File: src/tmr_params.svh
// Purpose: Constants for the dual down-counting timer output and control block
// Assumes: Register index times four gives the Wishbone byte address
// Notes: Oscillator rates are plain defaults, not tied to any board
`ifndef TMR_PARAMS_SVH
`define TMR_PARAMS_SVH

`define TMR_IDX_MODE 16'hffc0
`define TMR_IDX_OUTSRC 16'hffc1
`define TMR_IDX_CTRL0 16'hffc2
`define TMR_IDX_CTRL1 16'hffc3
`define TMR_IDX_RLD0_LO 16'hffc4
`define TMR_IDX_RLD0_HI 16'hffc5
`define TMR_IDX_RLD1_LO 16'hffc6
`define TMR_IDX_RLD1_HI 16'hffc7
`define TMR_IDX_CNT0_LO 16'hffc8
`define TMR_IDX_CNT0_HI 16'hffc9
`define TMR_IDX_CNT1_LO 16'hffca
`define TMR_IDX_CNT1_HI 16'hffcb
`define TMR_IDX_MASK 16'hffe2
`define TMR_IDX_FLAG 16'hfff2

`define TMR_BIT_POL 0
`define TMR_BIT_NR 1
`define TMR_BIT_T0_COUNTER_MODE 2
`define TMR_BIT_SRC0 0
`define TMR_BIT_SRC1 1
`define TMR_BIT_TOGGLE_OUTPUT_EN 2
`define TMR_BIT_OUTPUT_CHANNEL_SELECT 3
`define TMR_BIT_RUN 0
`define TMR_BIT_RELOAD 1
`define TMR_BIT_RATIO_LO 2

`define TMR_RST_NIBBLE 4'h0
`define TMR_RST_BYTE 8'h00

`define TMR_MCLK_HZ 50000000
`define TMR_LOW_OSC_HZ 32768
`define TMR_HIGH_OSC_HZ 4000000
`define TMR_LOW_OSC_DIV (`TMR_MCLK_HZ / `TMR_LOW_OSC_HZ)
`define TMR_HIGH_OSC_DIV (`TMR_MCLK_HZ / `TMR_HIGH_OSC_HZ)
`define TMR_NR_HZ 2048
`define TMR_NR_PRE (`TMR_LOW_OSC_HZ / `TMR_NR_HZ)
`define TMR_NR_TICKS 2

`define TMR_PRE_LIM_1 8'h00
`define TMR_PRE_LIM_4 8'h03
`define TMR_PRE_LIM_32 8'h1f
`define TMR_PRE_LIM_256 8'hff

`endif

File: src/tmr_pkg.sv
// Purpose: Types shared by the timer block files
// Assumes: Nothing beyond the constants header
// Notes: Ratio codes follow the two-bit prescaler field
package tmr_pkg;
  typedef logic [3:0] nibble_t;
  typedef enum logic [1:0] {
    RATIO_1 = 2'h0,
    RATIO_4 = 2'h1,
    RATIO_32 = 2'h2,
    RATIO_256 = 2'h3
  } ratio_t;
endpackage

File: src/timer_if.sv
// Purpose: Carrier between the control logic and one down counter
// Assumes: Single clock domain
// Notes: Load is a one-cycle pulse, underflow a one-cycle pulse
`timescale 1ns/10ps
`default_nettype none
interface timer_if;
  logic src_tick;
  tmr_pkg::ratio_t ratio;
  logic bypass;
  logic run;
  logic load;
  logic [7:0] reload;
  logic uflow;
  logic [7:0] count;
  modport ctl (output src_tick, ratio, bypass, run, load, reload, input uflow, count);
  modport tmr (input src_tick, ratio, bypass, run, load, reload, output uflow, count);
endinterface
`default_nettype wire

File: src/timer_core.sv
// Purpose: Prescaler and 8-bit down counter with automatic reload
// Assumes: Source tick is a one-cycle enable on i_mclk
// Notes: Load wins over a count tick in the same cycle
`timescale 1ns/10ps
`default_nettype none
`include "tmr_params.svh"
module timer_core (
  input wire logic i_mclk,
  input wire logic i_rst_b,
  timer_if.tmr t
);
  logic [7:0] pre_q;
  logic [7:0] lim;
  logic cnt_tick;
  logic [7:0] count_q;
  logic uflow_q;

  always_comb begin
    unique case (t.ratio)
      tmr_pkg::RATIO_1: lim = `TMR_PRE_LIM_1;
      tmr_pkg::RATIO_4: lim = `TMR_PRE_LIM_4;
      tmr_pkg::RATIO_32: lim = `TMR_PRE_LIM_32;
      tmr_pkg::RATIO_256: lim = `TMR_PRE_LIM_256;
    endcase
    if (t.bypass) begin
      lim = `TMR_PRE_LIM_1;
    end
  end

  assign cnt_tick = t.run && t.src_tick && (pre_q >= lim);

  always_ff @(posedge i_mclk or negedge i_rst_b) begin
    if (!i_rst_b) begin
      pre_q <= 8'h00;
    end else if (t.run && t.src_tick) begin
      pre_q <= (pre_q >= lim) ? 8'h00 : pre_q + 8'h01;
    end
  end

  always_ff @(posedge i_mclk or negedge i_rst_b) begin
    if (!i_rst_b) begin
      count_q <= `TMR_RST_BYTE;
    end else if (t.load) begin
      count_q <= t.reload;
    end else if (cnt_tick) begin
      count_q <= (count_q == 8'h00) ? t.reload : count_q - 8'h01;
    end
  end

  always_ff @(posedge i_mclk or negedge i_rst_b) begin
    if (!i_rst_b) begin
      uflow_q <= 1'b0;
    end else begin
      uflow_q <= !t.load && cnt_tick && (count_q == 8'h00);
    end
  end

  assign t.uflow = uflow_q;
  assign t.count = count_q;
endmodule
`default_nettype wire

File: src/tmr_out_ctrl.sv
// Purpose: Register file, clock sources, event input, flags and outputs of two timers
// Assumes: Classic Wishbone slave, 32-bit data, nibble registers in bits 3:0
// Notes: Answers every access with ack one cycle after the request is seen
`timescale 1ns/10ps
`default_nettype none
`include "tmr_params.svh"
// Functional notes
// - Each timer underflow sets its flag and raises its interrupt request when its mask bit is 1.
// - A per-timer mask bit at 0 blocks that timer's interrupt request.
// - Flags are set by underflow regardless of the mask bit.
// - Toggle output changes level once per selected underflow.
// - Channel select 0 picks timer 0, 1 picks timer 1.
// - Enable 1 drives toggle onto the output pin, else pin stays high.
// - Enable gating is not synchronised to the toggle; glitches allowed.
// - Timer 1 underflows halved form the serial clock while timer 1 runs.
// - Reload zero is legal; serial period is 2 x (reload + 1) timer ticks.
// - Counter mode bit: 1 event counting, 0 timer; resets to 0.
// - Noise rejector on event input when set; event mode only; resets 0.
// - Polarity 0 counts falling edges, 1 counts rising edges.
// - Each prescaler source bit: 0 slow oscillator, 1 fast; reset 0.
// - Ratio codes 0..3 divide by 1, 4, 32, 256; reset 0.
// - Writing 1 to reset bit loads reload value; write-only.
// - Run bit starts or stops counting without altering the count.
// - Underflow reloads the counter and counting continues.
// - Timer 0 reload held as two nibbles; low nibble resets to 0.
module tmr_out_ctrl (
  input wire logic i_mclk,
  input wire logic i_rst_b,
  input wire logic i_wb_cyc,
  input wire logic i_wb_stb,
  input wire logic i_wb_we,
  input wire logic [17:0] i_wb_adr,
  input wire logic [31:0] i_wb_dat,
  input wire logic [3:0] i_wb_sel,
  output logic [31:0] o_wb_dat,
  output logic o_wb_ack,
  input wire logic i_event_input_pin,
  output logic o_general_output_pin,
  output logic o_sio_clk,
  output logic o_t0_irq,
  output logic o_t1_irq
);
  logic ack_q;
  logic [31:0] rdat_q;
  logic [15:0] idx;
  logic wr;
  logic [3:0] wdat;
  tmr_pkg::nibble_t rd_nib;
  logic t0_counter_mode_q;
  logic t0_noise_reject_enable_q;
  logic t0_edge_polarity_q;
  logic output_channel_select_q;
  logic toggle_output_enable_q;
  logic [1:0] src_sel_q;
  logic [1:0] run_q;
  tmr_pkg::ratio_t ratio_q [2];
  logic [7:0] reload_q [2];
  logic [1:0] irq_mask_q;
  logic [1:0] irq_flag_q;
  logic [1:0] flag_clr;
  logic [1:0] load;
  logic [1:0] uf;
  logic [7:0] cnt [2];
  logic [1:0] osc_tick;
  logic [3:0] nr_pre_q;
  logic tick2k;
  logic [2:0] ev_s_q;
  logic ev_ok;
  logic [1:0] nr_cnt_q;
  logic flt_q;
  logic flt_prev_q;
  logic ev_tick;
  logic toggle_output_q;
  logic sio_clk_q;
  logic pin_q;

  assign idx = i_wb_adr[17:2];
  assign wdat = i_wb_dat[3:0];
  assign wr = i_wb_cyc && i_wb_stb && i_wb_we && ack_q && i_wb_sel[0];

  always_ff @(posedge i_mclk or negedge i_rst_b) begin
    if (!i_rst_b) begin
      ack_q <= 1'b0;
    end else begin
      ack_q <= i_wb_cyc && i_wb_stb && !ack_q;
    end
  end

  always_comb begin
    rd_nib = 4'h0;
    unique case (idx)
      `TMR_IDX_MODE: rd_nib = {1'b0, t0_counter_mode_q, t0_noise_reject_enable_q,
                               t0_edge_polarity_q};
      `TMR_IDX_OUTSRC: rd_nib = {output_channel_select_q, toggle_output_enable_q, src_sel_q};
      `TMR_IDX_CTRL0: rd_nib = {ratio_q[0], 1'b0, run_q[0]};
      `TMR_IDX_CTRL1: rd_nib = {ratio_q[1], 1'b0, run_q[1]};
      `TMR_IDX_RLD0_LO: rd_nib = reload_q[0][3:0];
      `TMR_IDX_RLD0_HI: rd_nib = reload_q[0][7:4];
      `TMR_IDX_RLD1_LO: rd_nib = reload_q[1][3:0];
      `TMR_IDX_RLD1_HI: rd_nib = reload_q[1][7:4];
      `TMR_IDX_CNT0_LO: rd_nib = cnt[0][3:0];
      `TMR_IDX_CNT0_HI: rd_nib = cnt[0][7:4];
      `TMR_IDX_CNT1_LO: rd_nib = cnt[1][3:0];
      `TMR_IDX_CNT1_HI: rd_nib = cnt[1][7:4];
      `TMR_IDX_MASK: rd_nib = {2'h0, irq_mask_q};
      `TMR_IDX_FLAG: rd_nib = {2'h0, irq_flag_q};
      default: rd_nib = 4'h0;
    endcase
  end

  always_ff @(posedge i_mclk or negedge i_rst_b) begin
    if (!i_rst_b) begin
      rdat_q <= 32'h0000_0000;
    end else if (i_wb_cyc && i_wb_stb && !ack_q) begin
      rdat_q <= {28'h000_0000, rd_nib};
    end
  end

  assign o_wb_ack = ack_q;
  assign o_wb_dat = rdat_q;

  always_ff @(posedge i_mclk or negedge i_rst_b) begin
    if (!i_rst_b) begin
      t0_counter_mode_q <= 1'b0;
      t0_noise_reject_enable_q <= 1'b0;
      t0_edge_polarity_q <= 1'b0;
    end else if (wr && idx == `TMR_IDX_MODE) begin
      t0_counter_mode_q <= wdat[`TMR_BIT_T0_COUNTER_MODE];
      t0_noise_reject_enable_q <= wdat[`TMR_BIT_NR];
      t0_edge_polarity_q <= wdat[`TMR_BIT_POL];
    end
  end

  always_ff @(posedge i_mclk or negedge i_rst_b) begin
    if (!i_rst_b) begin
      output_channel_select_q <= 1'b0;
      toggle_output_enable_q <= 1'b0;
      src_sel_q <= 2'h0;
    end else if (wr && idx == `TMR_IDX_OUTSRC) begin
      output_channel_select_q <= wdat[`TMR_BIT_OUTPUT_CHANNEL_SELECT];
      toggle_output_enable_q <= wdat[`TMR_BIT_TOGGLE_OUTPUT_EN];
      src_sel_q <= {wdat[`TMR_BIT_SRC1], wdat[`TMR_BIT_SRC0]};
    end
  end

  always_ff @(posedge i_mclk or negedge i_rst_b) begin
    if (!i_rst_b) begin
      irq_mask_q <= 2'h0;
    end else if (wr && idx == `TMR_IDX_MASK) begin
      irq_mask_q <= wdat[1:0];
    end
  end

  assign flag_clr = (wr && idx == `TMR_IDX_FLAG) ? wdat[1:0] : 2'h0;

  always_ff @(posedge i_mclk or negedge i_rst_b) begin
    if (!i_rst_b) begin
      irq_flag_q <= 2'h0;
    end else begin
      irq_flag_q <= uf | (irq_flag_q & ~flag_clr);
    end
  end

  assign o_t0_irq = irq_flag_q[0] & irq_mask_q[0];
  assign o_t1_irq = irq_flag_q[1] & irq_mask_q[1];

  // Event input: three-stage synchroniser, level accepted when stages 2 and 3 agree
  always_ff @(posedge i_mclk or negedge i_rst_b) begin
    if (!i_rst_b) begin
      ev_s_q <= 3'h7;
    end else begin
      ev_s_q <= {ev_s_q[1:0], i_event_input_pin};
    end
  end
  assign ev_ok = ev_s_q[1] == ev_s_q[2];

  always_ff @(posedge i_mclk or negedge i_rst_b) begin
    if (!i_rst_b) begin
      nr_pre_q <= 4'h0;
    end else if (osc_tick[0]) begin
      nr_pre_q <= nr_pre_q + 4'h1;
    end
  end
  assign tick2k = osc_tick[0] && (nr_pre_q == 4'(`TMR_NR_PRE - 1));

  always_ff @(posedge i_mclk or negedge i_rst_b) begin
    if (!i_rst_b) begin
      flt_q <= 1'b1;
      nr_cnt_q <= 2'h0;
    end else if (!t0_noise_reject_enable_q) begin
      nr_cnt_q <= 2'h0;
      if (ev_ok) begin
        flt_q <= ev_s_q[2];
      end
    end else if (!ev_ok || ev_s_q[2] == flt_q) begin
      nr_cnt_q <= 2'h0;
    end else if (tick2k) begin
      if (nr_cnt_q == 2'(`TMR_NR_TICKS - 1)) begin
        flt_q <= ev_s_q[2];
        nr_cnt_q <= 2'h0;
      end else begin
        nr_cnt_q <= nr_cnt_q + 2'h1;
      end
    end
  end

  always_ff @(posedge i_mclk or negedge i_rst_b) begin
    if (!i_rst_b) begin
      flt_prev_q <= 1'b1;
    end else begin
      flt_prev_q <= flt_q;
    end
  end

  assign ev_tick = t0_edge_polarity_q ? (flt_q && !flt_prev_q) : (!flt_q && flt_prev_q);

  genvar g;
  generate
    for (g = 0; g < 2; g++) begin : g_tmr
      localparam int unsigned DIV = (g == 0) ? `TMR_LOW_OSC_DIV : `TMR_HIGH_OSC_DIV;
      logic [10:0] div_q;
      timer_if tif ();

      always_ff @(posedge i_mclk or negedge i_rst_b) begin
        if (!i_rst_b) begin
          div_q <= 11'h000;
        end else if (osc_tick[g]) begin
          div_q <= 11'h000;
        end else begin
          div_q <= div_q + 11'h001;
        end
      end
      assign osc_tick[g] = div_q == 11'(DIV - 1);

      always_ff @(posedge i_mclk or negedge i_rst_b) begin
        if (!i_rst_b) begin
          ratio_q[g] <= tmr_pkg::RATIO_1;
          run_q[g] <= 1'b0;
        end else if (wr && idx == (`TMR_IDX_CTRL0 + 16'(g))) begin
          ratio_q[g] <= tmr_pkg::ratio_t'(wdat[`TMR_BIT_RATIO_LO +: 2]);
          run_q[g] <= wdat[`TMR_BIT_RUN];
        end
      end

      always_ff @(posedge i_mclk or negedge i_rst_b) begin
        if (!i_rst_b) begin
          reload_q[g] <= `TMR_RST_BYTE;
        end else if (wr && idx == (`TMR_IDX_RLD0_LO + 16'(2 * g))) begin
          reload_q[g][3:0] <= wdat;
        end else if (wr && idx == (`TMR_IDX_RLD0_HI + 16'(2 * g))) begin
          reload_q[g][7:4] <= wdat;
        end
      end

      assign load[g] = wr && idx == (`TMR_IDX_CTRL0 + 16'(g)) && wdat[`TMR_BIT_RELOAD];

      assign tif.bypass = (g == 0) && t0_counter_mode_q;
      assign tif.src_tick = tif.bypass ? ev_tick : osc_tick[src_sel_q[g]];
      assign tif.ratio = ratio_q[g];
      assign tif.run = run_q[g];
      assign tif.load = load[g];
      assign tif.reload = reload_q[g];
      assign uf[g] = tif.uflow;
      assign cnt[g] = tif.count;

      timer_core u_core (
        .i_mclk(i_mclk),
        .i_rst_b(i_rst_b),
        .t(tif.tmr)
      );
    end
  endgenerate

  always_ff @(posedge i_mclk or negedge i_rst_b) begin
    if (!i_rst_b) begin
      toggle_output_q <= 1'b0;
    end else if (output_channel_select_q ? uf[1] : uf[0]) begin
      toggle_output_q <= !toggle_output_q;
    end
  end

  always_ff @(posedge i_mclk or negedge i_rst_b) begin
    if (!i_rst_b) begin
      sio_clk_q <= 1'b0;
    end else if (uf[1] && run_q[1]) begin
      sio_clk_q <= !sio_clk_q;
    end
  end

  always_ff @(posedge i_mclk or negedge i_rst_b) begin
    if (!i_rst_b) begin
      pin_q <= 1'b1;
    end else begin
      pin_q <= toggle_output_enable_q ? toggle_output_q : 1'b1;
    end
  end

  assign o_general_output_pin = pin_q;
  assign o_sio_clk = sio_clk_q;
endmodule
`default_nettype wire

File: config.mk
export PLATFORM = sky130hd
export DESIGN_NAME = tmr_out_ctrl
export DESIGN_NICKNAME = d
export VERILOG_FILES = /design/src/tmr_pkg.sv /design/src/timer_if.sv /design/src/timer_core.sv /design/src/tmr_out_ctrl.sv
export VERILOG_INCLUDE_DIRS = /design/src
export SDC_FILE = /design/constraint.sdc
export NUM_CORES = 1
export LEC_CHECK = 0
export ABC_AREA = 1
export BUFFER_PORTS_ARGS = -buffer_cell sky130_fd_sc_hd__buf_2
export CORE_UTILIZATION = 34
export DETAILED_ROUTE_END_ITERATION = 7
export HOLD_SLACK_MARGIN = 0.06
export MAX_ROUTING_LAYER = met4
export PLACE_DENSITY_LB_ADDON = 0.15
export SETUP_SLACK_MARGIN = 0.4
export SLEW_MARGIN = 10
export SYNTH_ARGS = -nofsm -noshare
export SYNTH_HDL_FRONTEND = slang
export SYNTH_SLANG_ARGS = --single-unit
File: constraint.sdc
create_clock -name i_mclk -period 2.8 [get_ports i_mclk]
set_input_delay 0.14 -clock i_mclk [delete_from_list [all_inputs] [get_ports i_mclk]]
set_output_delay 0.14 -clock i_mclk [all_outputs]
set_load 0.005 [all_outputs]
==> results.json <==
{
  "netlist_area_sq_um": 6840,
  "portBuffers": 35,
  "cp_max_fo": 8,
  "max_slew.worst_pin.slew_ns": 0.820,
  "timing.final.crit_share": 0.754,
  "yosys_warnings": 0,
  "crit_path_start_kind": "flip-flop",
  "hold_viol": 0,
  "worstSkewPairLatency_ns": 0.36,
  "slowest_stage": "dfrtp_1",
  "ys_seq_area_frac": 0.396,
  "fin_worst_skew_ns": 0.00969,
  "yosys-top-cells-area": "dfrtp_1, nand2_1, nand3_1",
  "setup_ws_ns": 0.688,
  "synth.top_cell.area_share": 0.373,
  "gp_congestion": 0.834,
  "endpoint_kind": "flip-flop",
  "ys_ff_latch": 108,
  "hold_start": "i_wb_stb",
  "final-setup-viol-count": 0,
  "synth_area_per_cell_sq_um": 7.36,
  "critPathMaxStageDelay_ns": 0.41,
  "slew_viol_final": 0,
  "vias": 5664,
  "placed_area_sq_um": 7210,
  "cts_tree": "built",
  "cellPowerDensity_nw_per_um2": 396,
  "antenna_found_initial": 0,
  "drc": 0,
  "die_w_um": 144,
  "layout.nets": 1055,
  "reg2reg_slack_ns": 0.69,
  "clkPwrFrac": 0.431,
  "timing.rr.start": "g_tmr[0].tif.bypass$_DFFE_PN0P_",
  "cp.required_ns": 3.05,
  "grt_pass1_wl_mm": 26.6,
  "ant_nets": 0,
  "ys_async_sr_fraction": 1.00,
  "power_leakage_nw": 3.85,
  "core_area_sq_um": 19600,
  "h-tree-depth": 3,
  "drtIter0Drc": 271,
  "cts_sinks": 108,
  "clock.fmax_mhz": 474,
  "drt-total-wl_mm": 16.0,
  "combPwrFrac": 0.041,
  "path_clk_slew_ns": 0.08,
  "pre_cts_ws_ns": 0.469,
  "grt_use_total": 0.173,
  "drive_above_1_share": 0.107,
  "seqPwrFrac": 0.528,
  "routedWlPerCell_um": 12.9,
  "hold_end": "o_wb_ack$_DFF_PN0_",
  "num_antenna_cells": 0,
  "irDropWorstVdd_uv": 252,
  "rsz0062_at_grt": "no",
  "power.internal_mw": 2.24,
  "die_height_um": 144,
  "grt_pass1_vias": 5101,
  "crit_type": "flip-flop to flip-flop",
  "hold_class": "input pin to flip-flop",
  "outcome": "completed",
  "initial_core_util": 0.349,
  "r2r_cells": 11,
  "period_minus_slack_ns": 2.11,
  "design_area_sq_um": 7530,
  "syn_inst": 929,
  "crit_arrival_ns": 2.36,
  "cts-buffers-inserted": 9,
  "ys_types": 43,
  "cap_viol_max_count": 0,
  "p_sw_mw": 0.744,
  "crit_chain": "inv_1, nand3_1, ha_1, a21oi_1, nor2_1, nor3_1, nand3_2, nand3_2, nand2_2, nand2_1, nand2_1",
  "swShare": 0.249,
  "cts_root_buf": "clkbuf_16",
  "rows": 51,
  "cts_buffer_depth": 2,
  "fin_tns_setup_ns": 0,
  "max_slew_margin": 0.454,
  "routed_via_density": 4.57,
  "synth-edff-count": 0,
  "dieArea_sq_um": 20700,
  "hold_depth": 3,
  "grt_max_degree": 65,
  "synth_ff_type": "dfrtp_1",
  "firstDrtPassIters": 5,
  "areaGrowthSynthToFinish_pct": 10.2,
  "r2r-end": "g_tmr[0].u_core.t.count[7]$_DFFE_PN0P_",
  "dp_hpwl_mm": 11.8,
  "synth_top_cell_by_area": "dfrtp_1",
  "grt_overflow": 0,
  "ios": 97
}
[layout by cell type (no fill, tap or decap), types with 22 or more instances in the layout]
master	netlist	layout
conb_1	1	28
xor2_1	22	22
nand3_1	102	101
inv_1	112	112
o21ai_0	57	57
dfrtp_1	102	102
buf_2	8	34
ha_1	26	26
nor2_1	73	73
nand2_1	273	272
[synth_stat cells, types with 3 or more instances]
master and instances:
nand2_1 273, inv_1 112, dfrtp_1 102, nand3_1 102
nor2_1 73, o21ai_0 57, buf_4 30, ha_1 26
xor2_1 22, a21oi_1 14, nor3_1 14, o21ai_1 14
nand4_1 10, buf_2 8, xnor2_1 8, or2_2 7
dfstp_2 6, nand2_2 6, nor2_4 6, o31ai_1 4
buf_6 3, nand2_4 3, nor2_2 3
[critical path: cells and delay by family (launching register included)]
kind,cells,cell delay [ns]
buffers and inverters,1,0.13
AOI/OAI and AO/OA,1,0.15
adders and majority gates,1,0.32
and+or+nand+nor,8,0.99
DFF,1,0.41
[metal layers]
layer | global-route usage | vias up | routed length [um]
met5 | - | - | 0
li1 | - | 2982 | -
met3 | 0.0313 | 11 | 542
met1 | 0.242 | 2566 | 8300
met4 | 0.0454 | 0 | 183
met2 | 0.255 | 105 | 7020
[metrics by stage]
step	instances	utilization	hold slack, ns	power (mW)
CTS	1237	0.383	0.0812	3.03
floorplan	956	-	-0.156	1.68
finish	1239	0.385	0.0874	2.99
global route	1239	0.385	0.107	3.11
global placement	1219	0.368	0.246	1.73
detailed placement	1219	0.368	0.247	1.73
[registers in the layout, summed over array words and instances, names as in the netlist, 2 cells and up]
register / cells
irq_mask_q: 2
g_tmr.tif.reload: 16
g_tmr.tif.ratio: 4
ev_s_q: 3
g_tmr.u_core.t.uflow: 2
nr_cnt_q: 2
g_tmr.tif.run: 2
irq_flag_q: 2
g_tmr.u_core.t.count: 16
g_tmr.u_core.pre_q: 16
g_tmr.div_q: 22
nr_pre_q: 4
o_wb_dat: 4
src_sel_q: 2
[layout make-up]
type / instances / area [sq um]
Multi-Input combinational cell: 688 / 3490
Clock inverter: 5 / 43.8
Clock buffer: 11 / 243
Sequential cell: 108 / 2710
Tap cell: 265 / 332
Inverter: 117 / 447
Timing Repair Buffer: 45 / 270
Fill cell: 2127 / 12100
[power groups by stage]
stage	combinational, mW	sequential [mW]	clock [mW]
after floorplan	0.0755	1.61	0
after global placement	0.124	1.61	0
after detailed placement	0.125	1.61	0
after CTS	0.127	1.58	1.33
after global routing	0.144	1.58	1.39
final	0.123	1.58	1.29
[timing repair]
| action | CTS | global route |
|---|---|---|
| hold buffers | 2 | 0 |
| setup buffers | 0 | 2 |
| hold endpoints to repair | 56 | 0 |
| endpoints found under the setup margin | 0 | 10 |
| resized for setup | 0 | 2 |
[how the worst max path moves through the flow]
stage,from,end,slack (ns),depth (start not counted)
floorplan,g_tmr[0].tif.bypass$_DFFE_PN0P_,g_tmr[0].u_core.t.count[6]$_DFFE_PN0P_,0.86,11
global placement,g_tmr[0].tif.bypass$_DFFE_PN0P_,g_tmr[0].u_core.t.count[7]$_DFFE_PN0P_,0.49,11
detailed placement,g_tmr[0].tif.bypass$_DFFE_PN0P_,g_tmr[0].u_core.t.count[6]$_DFFE_PN0P_,0.47,11
CTS,g_tmr[0].tif.bypass$_DFFE_PN0P_,g_tmr[0].u_core.t.count[6]$_DFFE_PN0P_,0.44,11
global route,g_tmr[0].tif.bypass$_DFFE_PN0P_,g_tmr[0].u_core.t.count[6]$_DFFE_PN0P_,0.41,11
finish,g_tmr[0].tif.bypass$_DFFE_PN0P_,g_tmr[0].u_core.t.count[7]$_DFFE_PN0P_,0.69,11
[logic make-up after synthesis]
group	after synthesis	share of synthesized area
compound gates	94	0.0725
xor+xnor	30	0.0384
fa+ha+maj	26	0.0476
buf+inv	160	0.110
flops	108	0.396
other cells	1	0.000548
simple gates	510	0.335
Note: power is estimated with default switching activity, not from simulation.
